File: src/hdl/sfsem_map.vh
`ifndef SFSEM_MAP_VH
`define SFSEM_MAP_VH
// ----------------------------------------
// register offsets
// ----------------------------------------
`define SFSEM_ADDR_W        4
`define SFSEM_REG_CTRL      4'h0
`define SFSEM_REG_STATUS    4'h4
`define SFSEM_REG_MASK      4'h8
`define SFSEM_REG_RESULT    4'hC
// ----------------------------------------
// control fields
// ----------------------------------------
`define SFSEM_CTRL_SER      0
`define SFSEM_CTRL_EXT      1
`define SFSEM_CTRL_INV      2
`define SFSEM_CTRL_RST      32'h0000_0000
// ----------------------------------------
// status / mask fields
// ----------------------------------------
`define SFSEM_ST_DONE       0
`define SFSEM_ST_OVR        1
`define SFSEM_ST_W          2
// ----------------------------------------
// timing
// ----------------------------------------
`define SFSEM_CONV_NS       640
`define SFSEM_CONV_CYC      ((`SFSEM_CONV_NS + 7) / 8)
`define SFSEM_INT_DIV       8
`define SFSEM_BITS          16
`endif

File: src/hdl/sfsem_top.v
`timescale 1ns/1ps
`include "sfsem_map.vh"
module sfsem_top (
  input  wire        clk_sys_i,
  input  wire        nrst_i,
  input  wire [3:0]  addr_i,
  input  wire [31:0] wdata_i,
  input  wire        wr_i,
  input  wire        rd_i,
  output reg  [31:0] rdata_o,
  output wire        irq_o,
  input  wire        conv_start_i,
  input  wire [15:0] conv_data_i,
  input  wire        ext_sclk_i,
  output reg         busy_o,
  output reg         serial_clk_o,
  output reg         serial_data_out_o,
  output reg         pin_ten_o,
  output reg         pin_eleven_o
);
  // ----------------------------------------
  // registers
  // ----------------------------------------
  reg  [31:0] ctrl_q;
  wire [1:0]  status_q;
  reg  [1:0]  mask_q;
  reg  [15:0] result_q;
  wire        interface_select      = ctrl_q[`SFSEM_CTRL_SER];
  wire        clock_source_select   = ctrl_q[`SFSEM_CTRL_EXT];
  wire        frame_polarity_invert = ctrl_q[`SFSEM_CTRL_INV];
  // ----------------------------------------
  // counts, cut to the width of their counters
  // ----------------------------------------
  localparam integer CONV_CYC = `SFSEM_CONV_CYC;
  localparam integer N_BITS   = `SFSEM_BITS;
  localparam integer DIV_LAST = `SFSEM_INT_DIV - 1;
  // ----------------------------------------
  // address decode
  // ----------------------------------------
  // one-hot select: bit0 ctrl, bit1 status, bit2 mask, bit3 result
  function [3:0] sfsem_sel;
    input [3:0] a;
    begin
      if (a == `SFSEM_REG_CTRL)
        sfsem_sel = 4'h1;
      else if (a == `SFSEM_REG_STATUS)
        sfsem_sel = 4'h2;
      else if (a == `SFSEM_REG_MASK)
        sfsem_sel = 4'h4;
      else if (a == `SFSEM_REG_RESULT)
        sfsem_sel = 4'h8;
      else
        sfsem_sel = 4'h0;
    end
  endfunction
  // ----------------------------------------
  // external clock synchroniser
  // ----------------------------------------
  // sclk_m_q may go metastable; only sclk_s_q reads it
  reg        sclk_m_q;
  reg        sclk_s_q;
  reg        sclk_p_q;
  wire       ext_fall = ~sclk_s_q & sclk_p_q;
  always @(posedge clk_sys_i) begin
    if (!nrst_i) begin
      sclk_m_q <= 1'b0;
      sclk_s_q <= 1'b0;
      sclk_p_q <= 1'b0;
    end else begin
      sclk_m_q <= ext_sclk_i;
      sclk_s_q <= sclk_m_q;
      sclk_p_q <= sclk_s_q;
    end
  end
  // ----------------------------------------
  // conversion timer
  // ----------------------------------------
  reg  [7:0]  conv_cnt_q;
  wire        conv_done = busy_o && (conv_cnt_q == 8'd1);
  always @(posedge clk_sys_i) begin
    if (!nrst_i) begin
      busy_o     <= 1'b0;
      conv_cnt_q <= 8'h00;
    end else if (conv_start_i && !busy_o) begin
      busy_o     <= 1'b1;
      conv_cnt_q <= CONV_CYC[7:0];
    end else if (busy_o) begin
      conv_cnt_q <= conv_cnt_q - 8'd1;
      if (conv_done)
        busy_o <= 1'b0;
    end
  end
  // ----------------------------------------
  // serial shifter
  // ----------------------------------------
  reg  [15:0] shift_q;
  reg  [4:0]  bits_q;
  reg         reading_q;
  reg  [2:0]  div_q;
  reg         ovr_pulse_q;
  wire        div_tick = (div_q == DIV_LAST[2:0]);
  // internal master clock: shift on falling internal edge
  // limitation: a completion during an internal read restarts it
  wire        int_shift = !clock_source_select && div_tick && serial_clk_o;
  wire        shift_ev  = clock_source_select ? ext_fall : int_shift;
  wire        ovr_ev    = conv_done && reading_q && clock_source_select;
  always @(posedge clk_sys_i) begin
    if (!nrst_i) begin
      shift_q           <= 16'h0000;
      bits_q            <= 5'd0;
      reading_q         <= 1'b0;
      div_q             <= 3'd0;
      serial_clk_o      <= 1'b0;
      serial_data_out_o <= 1'b0;
      ovr_pulse_q       <= 1'b0;
      result_q          <= 16'h0000;
    end else begin
      ovr_pulse_q <= ovr_ev;
      div_q       <= reading_q && !clock_source_select ? div_q + 3'd1 : 3'd0;
      if (reading_q && !clock_source_select && div_tick)
        serial_clk_o <= ~serial_clk_o;
      else if (!reading_q)
        serial_clk_o <= 1'b0;
      if (conv_done && !ovr_ev) begin
        // result latched; read starts at once when interface_select picks serial
        result_q          <= conv_data_i;
        shift_q           <= {conv_data_i[14:0], 1'b0};
        serial_data_out_o <= conv_data_i[15];
        bits_q            <= N_BITS[4:0];
        reading_q         <= interface_select;
      end else if (ovr_ev) begin
        // older result kept, the new one is dropped with the read
        reading_q <= 1'b0;
        bits_q    <= 5'd0;
      end else if (reading_q && shift_ev) begin
        if (bits_q == 5'd1) begin
          reading_q <= 1'b0;
          bits_q    <= 5'd0;
        end else begin
          serial_data_out_o <= shift_q[15];
          shift_q           <= {shift_q[14:0], 1'b0};
          bits_q            <= bits_q - 5'd1;
        end
      end
    end
  end
  // ----------------------------------------
  // shared pins
  // ----------------------------------------
  always @(posedge clk_sys_i) begin
    if (!nrst_i) begin
      pin_ten_o    <= 1'b0;
      pin_eleven_o <= 1'b0;
    end else if (!interface_select) begin
      pin_ten_o    <= result_q[10];
      pin_eleven_o <= result_q[11];
    end else begin
      // sync asserts only in internal-clock mode
      // external-clock mode leaves sync at its idle level
      pin_ten_o    <= frame_polarity_invert ^ (reading_q && !clock_source_select);
      pin_eleven_o <= clock_source_select & ovr_pulse_q;
    end
  end
  // ----------------------------------------
  // interrupt status and bus
  // ----------------------------------------
  wire [1:0] ev    = {ovr_ev, conv_done};
  wire [3:0] sel   = sfsem_sel(addr_i);
  wire       wr_st = wr_i && sel[1];
  // level output, combinational AND-OR of the status_q and mask_q flops
  assign irq_o = |(status_q & mask_q);
  genvar g;
  generate
    for (g = 0; g < `SFSEM_ST_W; g = g + 1) begin : g_status
      reg st_q;
      always @(posedge clk_sys_i) begin
        if (!nrst_i)
          st_q <= 1'b0;
        else if (ev[g])
          st_q <= 1'b1; // set beats clear in the same cycle
        else if (wr_st && wdata_i[g])
          st_q <= 1'b0;
      end
      assign status_q[g] = st_q;
    end
  endgenerate
  always @(posedge clk_sys_i) begin
    if (!nrst_i) begin
      ctrl_q   <= `SFSEM_CTRL_RST;
      mask_q   <= 2'b00;
      rdata_o  <= 32'h0000_0000;
    end else begin
      if (wr_i && sel[0])
        ctrl_q <= {29'd0, wdata_i[2:0]};
      else if (wr_i && sel[2])
        mask_q <= wdata_i[1:0];
      // read data stand for one cycle only
      rdata_o <= 32'h0000_0000;
      if (rd_i) begin
        if (sel[0])
          rdata_o <= ctrl_q;
        else if (sel[1])
          rdata_o <= {27'd0, busy_o, reading_q, 1'b0, status_q};
        else if (sel[2])
          rdata_o <= {30'd0, mask_q};
        else if (sel[3])
          rdata_o <= {16'd0, result_q};
      end
    end
  end
endmodule
File: config.mk
export PLATFORM = sky130hd
export DESIGN_NAME = sfsem_top
export DESIGN_NICKNAME = d
export VERILOG_FILES = /design/src/hdl/sfsem_top.v
export VERILOG_INCLUDE_DIRS = /design/src /design/src/hdl
export SDC_FILE = /design/constraint.sdc
export NUM_CORES = 1
export LEC_CHECK = 0
export ABC_AREA = 1
export BUFFER_PORTS_ARGS = -buffer_cell sky130_fd_sc_hd__buf_2
export CAP_MARGIN = 25
export CORE_ASPECT_RATIO = 1.4
export CORE_MARGIN = 1
export CORE_UTILIZATION = 42
export DETAILED_ROUTE_END_ITERATION = 10
export HOLD_SLACK_MARGIN = 0.05
export PLACE_DENSITY = 0.76
export SETUP_SLACK_MARGIN = 0.2
export SYNTH_ARGS = -nofsm -noshare
export SYNTH_HDL_FRONTEND = slang
export SYNTH_SLANG_ARGS = --single-unit
File: constraint.sdc
create_clock -name clk_sys_i -period 3.38 [get_ports clk_sys_i]
set_clock_uncertainty 0.2 [all_clocks]
set_input_delay 0.338 -clock clk_sys_i [delete_from_list [all_inputs] [get_ports clk_sys_i]]
set_output_delay 0.338 -clock clk_sys_i [all_outputs]
set_load 0.03 [all_outputs]
==> results.cfg <==
[critical_path]
cp_max_fo = 30
arrival_ns = 2.27
crit_start = busy_o$_SDFF_PN0_
r2r-start = busy_o$_SDFF_PN0_
required_ns = 3.41
crit_type = flip-flop to flip-flop
r2r_cells = 8
cp-start-kind = flip-flop
worstSetupEndpointType = flip-flop

[global_route]
antenna_found_initial = 0
grt_max_degree = 38
grt_pass1_wl_microns = 12200
grt_overflow = 0
grt_pass1_vias = 2809
grt_usage_pct = 18.4

[clocking]
h-tree-depth = 3
cts_buffers = 9
clock_path_buffers = 2
ctsResizeCount = 0
post_cts_buffers = 0
clk_pin_slew_ns = 0.08
cts_hold_buf = 2
clockRootBuffer = clkbuf_8
clock-sinks = 80
cts_tree = yes
clk_latency_ns = 0.35

[final_layout]
multiInputGateArea_sq_um = 1460
seqCellArea_sq_um = 1600
final_core_util_pct = 49.3
nets = 564
syn_to_final_growth_pct = 12.7
fillers = 800
layout-drive-gt1-share_pct = 16.2
instances_no_fill = 605
insertedDiodeCount = 0

[floorplanning]
pin_count = 96
start_util_pct = 43.8
fp-row-count = 38
die_area_sq_um = 8490
die_h_microns = 109
chipWidth_microns = 78.2
core-area_sq_um = 7800

[logic_synthesis]
synth_xor_area_share_pct = 1.28
synth_cell_types = 33
synth_cells = 452
avgSynthCellArea_sq_um = 7.55
yosys.area.top_type = dfxtp_1
synth_area_leaders = dfxtp_1 47%, nand2_1 12%, a21oi_1 8.1%, inv_1 5.5%, nand3_1 5.3%
synth_seq_cells = 80
yosys.area_share.simple_pct = 26.0
syn-cell-area_sq_um = 3410
synth_seq_area_share_pct = 46.9
ys_warn_count = 0
synth_top_area_share_pct = 46.9
synth_top_family_by_area = simple AND/OR/NAND/NOR gates
synth_compound_area_share_pct = 11.4
synthMuxAreaShare_pct = 0
synth_fa_ha_area_share_pct = 2.20

[timing]
timing.hold.ws_ns = 0.0615
fmax_mhz = 448
fin_crit_sh_pct = 66.1
final_max_slew_viol_count = 0
min_period_ns = 2.23
fin_setup_tns_ns = 0
hold_viol = 0
finalSetupViolCount = 0
rsz0062_at_grt = no

[routing]
drt_iter0_markers = 132
ant_nets = 0
finalWirelength_microns = 7200
wl_per_cell_microns = 11.9
vias = 2938
drt-vias-per-instance = 4.86
drt_first_pass_iters = 4
drc_errors = 0

[place]
dp_hpwl_microns = 5160
finalWeightedCongestion = 0.841
portBuffers = 50
dp_cells = 587

[min_path]
hp-start = rd_i
hold-path-cell-count = 3
hold_class = input pin to flip-flop

[pwr]
powerDensity_nw_per_um2 = 456
p_leak_nw = 1.65
peakVddDrop_mv = 0.324

[outcome]
outcome = finished, final reports clean

[job]
maxCapViolations = 0
[cell families (layout without fill, tap and decap cells)]
| family | after synthesis | in the layout |
|---|---|---|
| other | 1 | 16 |
| AND/OR/NAND/NOR | 201 | 201 |
| buffers and inverters | 84 | 122 |
| XOR/XNOR | 5 | 5 |
| adder cells (fa/ha/maj) | 6 | 6 |
| flip-flops | 80 | 80 |
| AO/OA/AOI/OAI | 75 | 75 |
[layer usage]
layer	up-vias	wire length [microns]	track usage, %
met4	0	92	7.67
met1	1358	3030	19.7
met5	-	0	0
met2	62	3710	33.6
met3	9	364	5.19
li1	1509	-	-
[cell usage in the layout (no fill, tap or decap), types with 2 or more instances in the layout]
| master | count |
|---|---|
| nand3b_1 | 2 |
| nand3_1 | 36 |
| a21oi_1 | 55 |
| buf_4 | 2 |
| clkbuf_8 | 10 |
| nand2_1 | 106 |
| buf_2 | 50 |
| xor2_1 | 5 |
| nand4_1 | 5 |
| nor2_1 | 34 |
| dfxtp_1 | 80 |
| inv_1 | 50 |
| o21ai_0 | 13 |
| nand2_4 | 2 |
| clkinvlp_4 | 4 |
| nor3_1 | 5 |
| nand2_2 | 4 |
| clkinv_2 | 2 |
| ha_1 | 6 |
| conb_1 | 16 |
| a31oi_1 | 3 |
| dlygate4sd3_1 | 2 |
[power breakdown]
part           leakage [nW]  switching [mW]  internal [mW]
combinational         0.920          0.0947         0.0406
clock                0.0809           0.358          0.288
sequential            0.647          0.0140          0.957
total                  1.65           0.466           1.29
[registers in the layout (all words and copies together), names as in the netlist]
signal             count
sclk_m_q               1
div_q                  3
reading_q              1
busy_o                 1
ctrl_q                 3
conv_cnt_q             8
result_q              16
sclk_p_q               1
serial_clk_o           1
g_status.st_q          2
serial_data_out_o      1
rdata_o               16
bits_q                 5
sclk_s_q               1
mask_q                 2
pin_eleven_o           1
ovr_pulse_q            1
shift_q               15
pin_ten_o              1
[layout make-up]
type | count | share of cell area, %
Inverter | 52 | 5.11
Timing Repair Buffer | 54 | 7.42
Sequential cell | 80 | 41.6
Tap cell | 100 | 3.25
Multi-Input combinational cell | 303 | 37.9
Clock buffer | 10 | 3.58
Clock inverter | 6 | 1.14
[through the flow]
step	cell area [sq um]	setup WS [ns]	power, mW
after global placement	3640	1.18	1.12
after CTS	3850	1.14	1.76
after global routing	3850	0.964	1.82
final	3850	1.15	1.75
after floorplan	3470	1.52	1.10
after detailed placement	3640	1.16	1.13
[cell usage after synthesis]
master and n:
nor2_2 1, buf_4 20, and3_1 1, or2_2 1, inv_2 1, nand2_2 4, a21oi_1 55, dfxtp_1 80
nand3_2 1, nand2_1 106, clkinv_2 1, nor3_1 5, nor2_4 1, nand3_4 1, nor2_1 34, nand2_4 2
nand4_1 5, o22ai_1 1, a21oi_2 1, a211oi_1 1, nor4_1 1, buf_2 3, xor2_1 5, o21ai_0 13
nand3b_1 2, inv_1 50, clkbuf_1 7, a31oi_1 3, ha_1 6, nand3_1 36, buf_6 2, o31ai_1 1
conb_1 1
[worst paths after layout]
check | slack [ns] | to
min | 0.06 | rdata_o[2]$_SDFF_PN0_
min reg2reg | 0.22 | sclk_s_q$_SDFF_PN0_
max | 1.15 | shift_q[15]$_SDFFE_PN0P_
max reg2reg | 1.15 | shift_q[15]$_SDFFE_PN0P_
[critical path, cell delays in order, from the launching register on]
cell and delay, ns:
dfxtp_1 0.58, nand2_1 0.10, nor2_1 0.18, nand3_2 0.37
buf_4 0.38, nand2_1 0.09, nand2_1 0.07, nand2_1 0.09
a21oi_2 0.05
(Power assumes the default switching activity.)
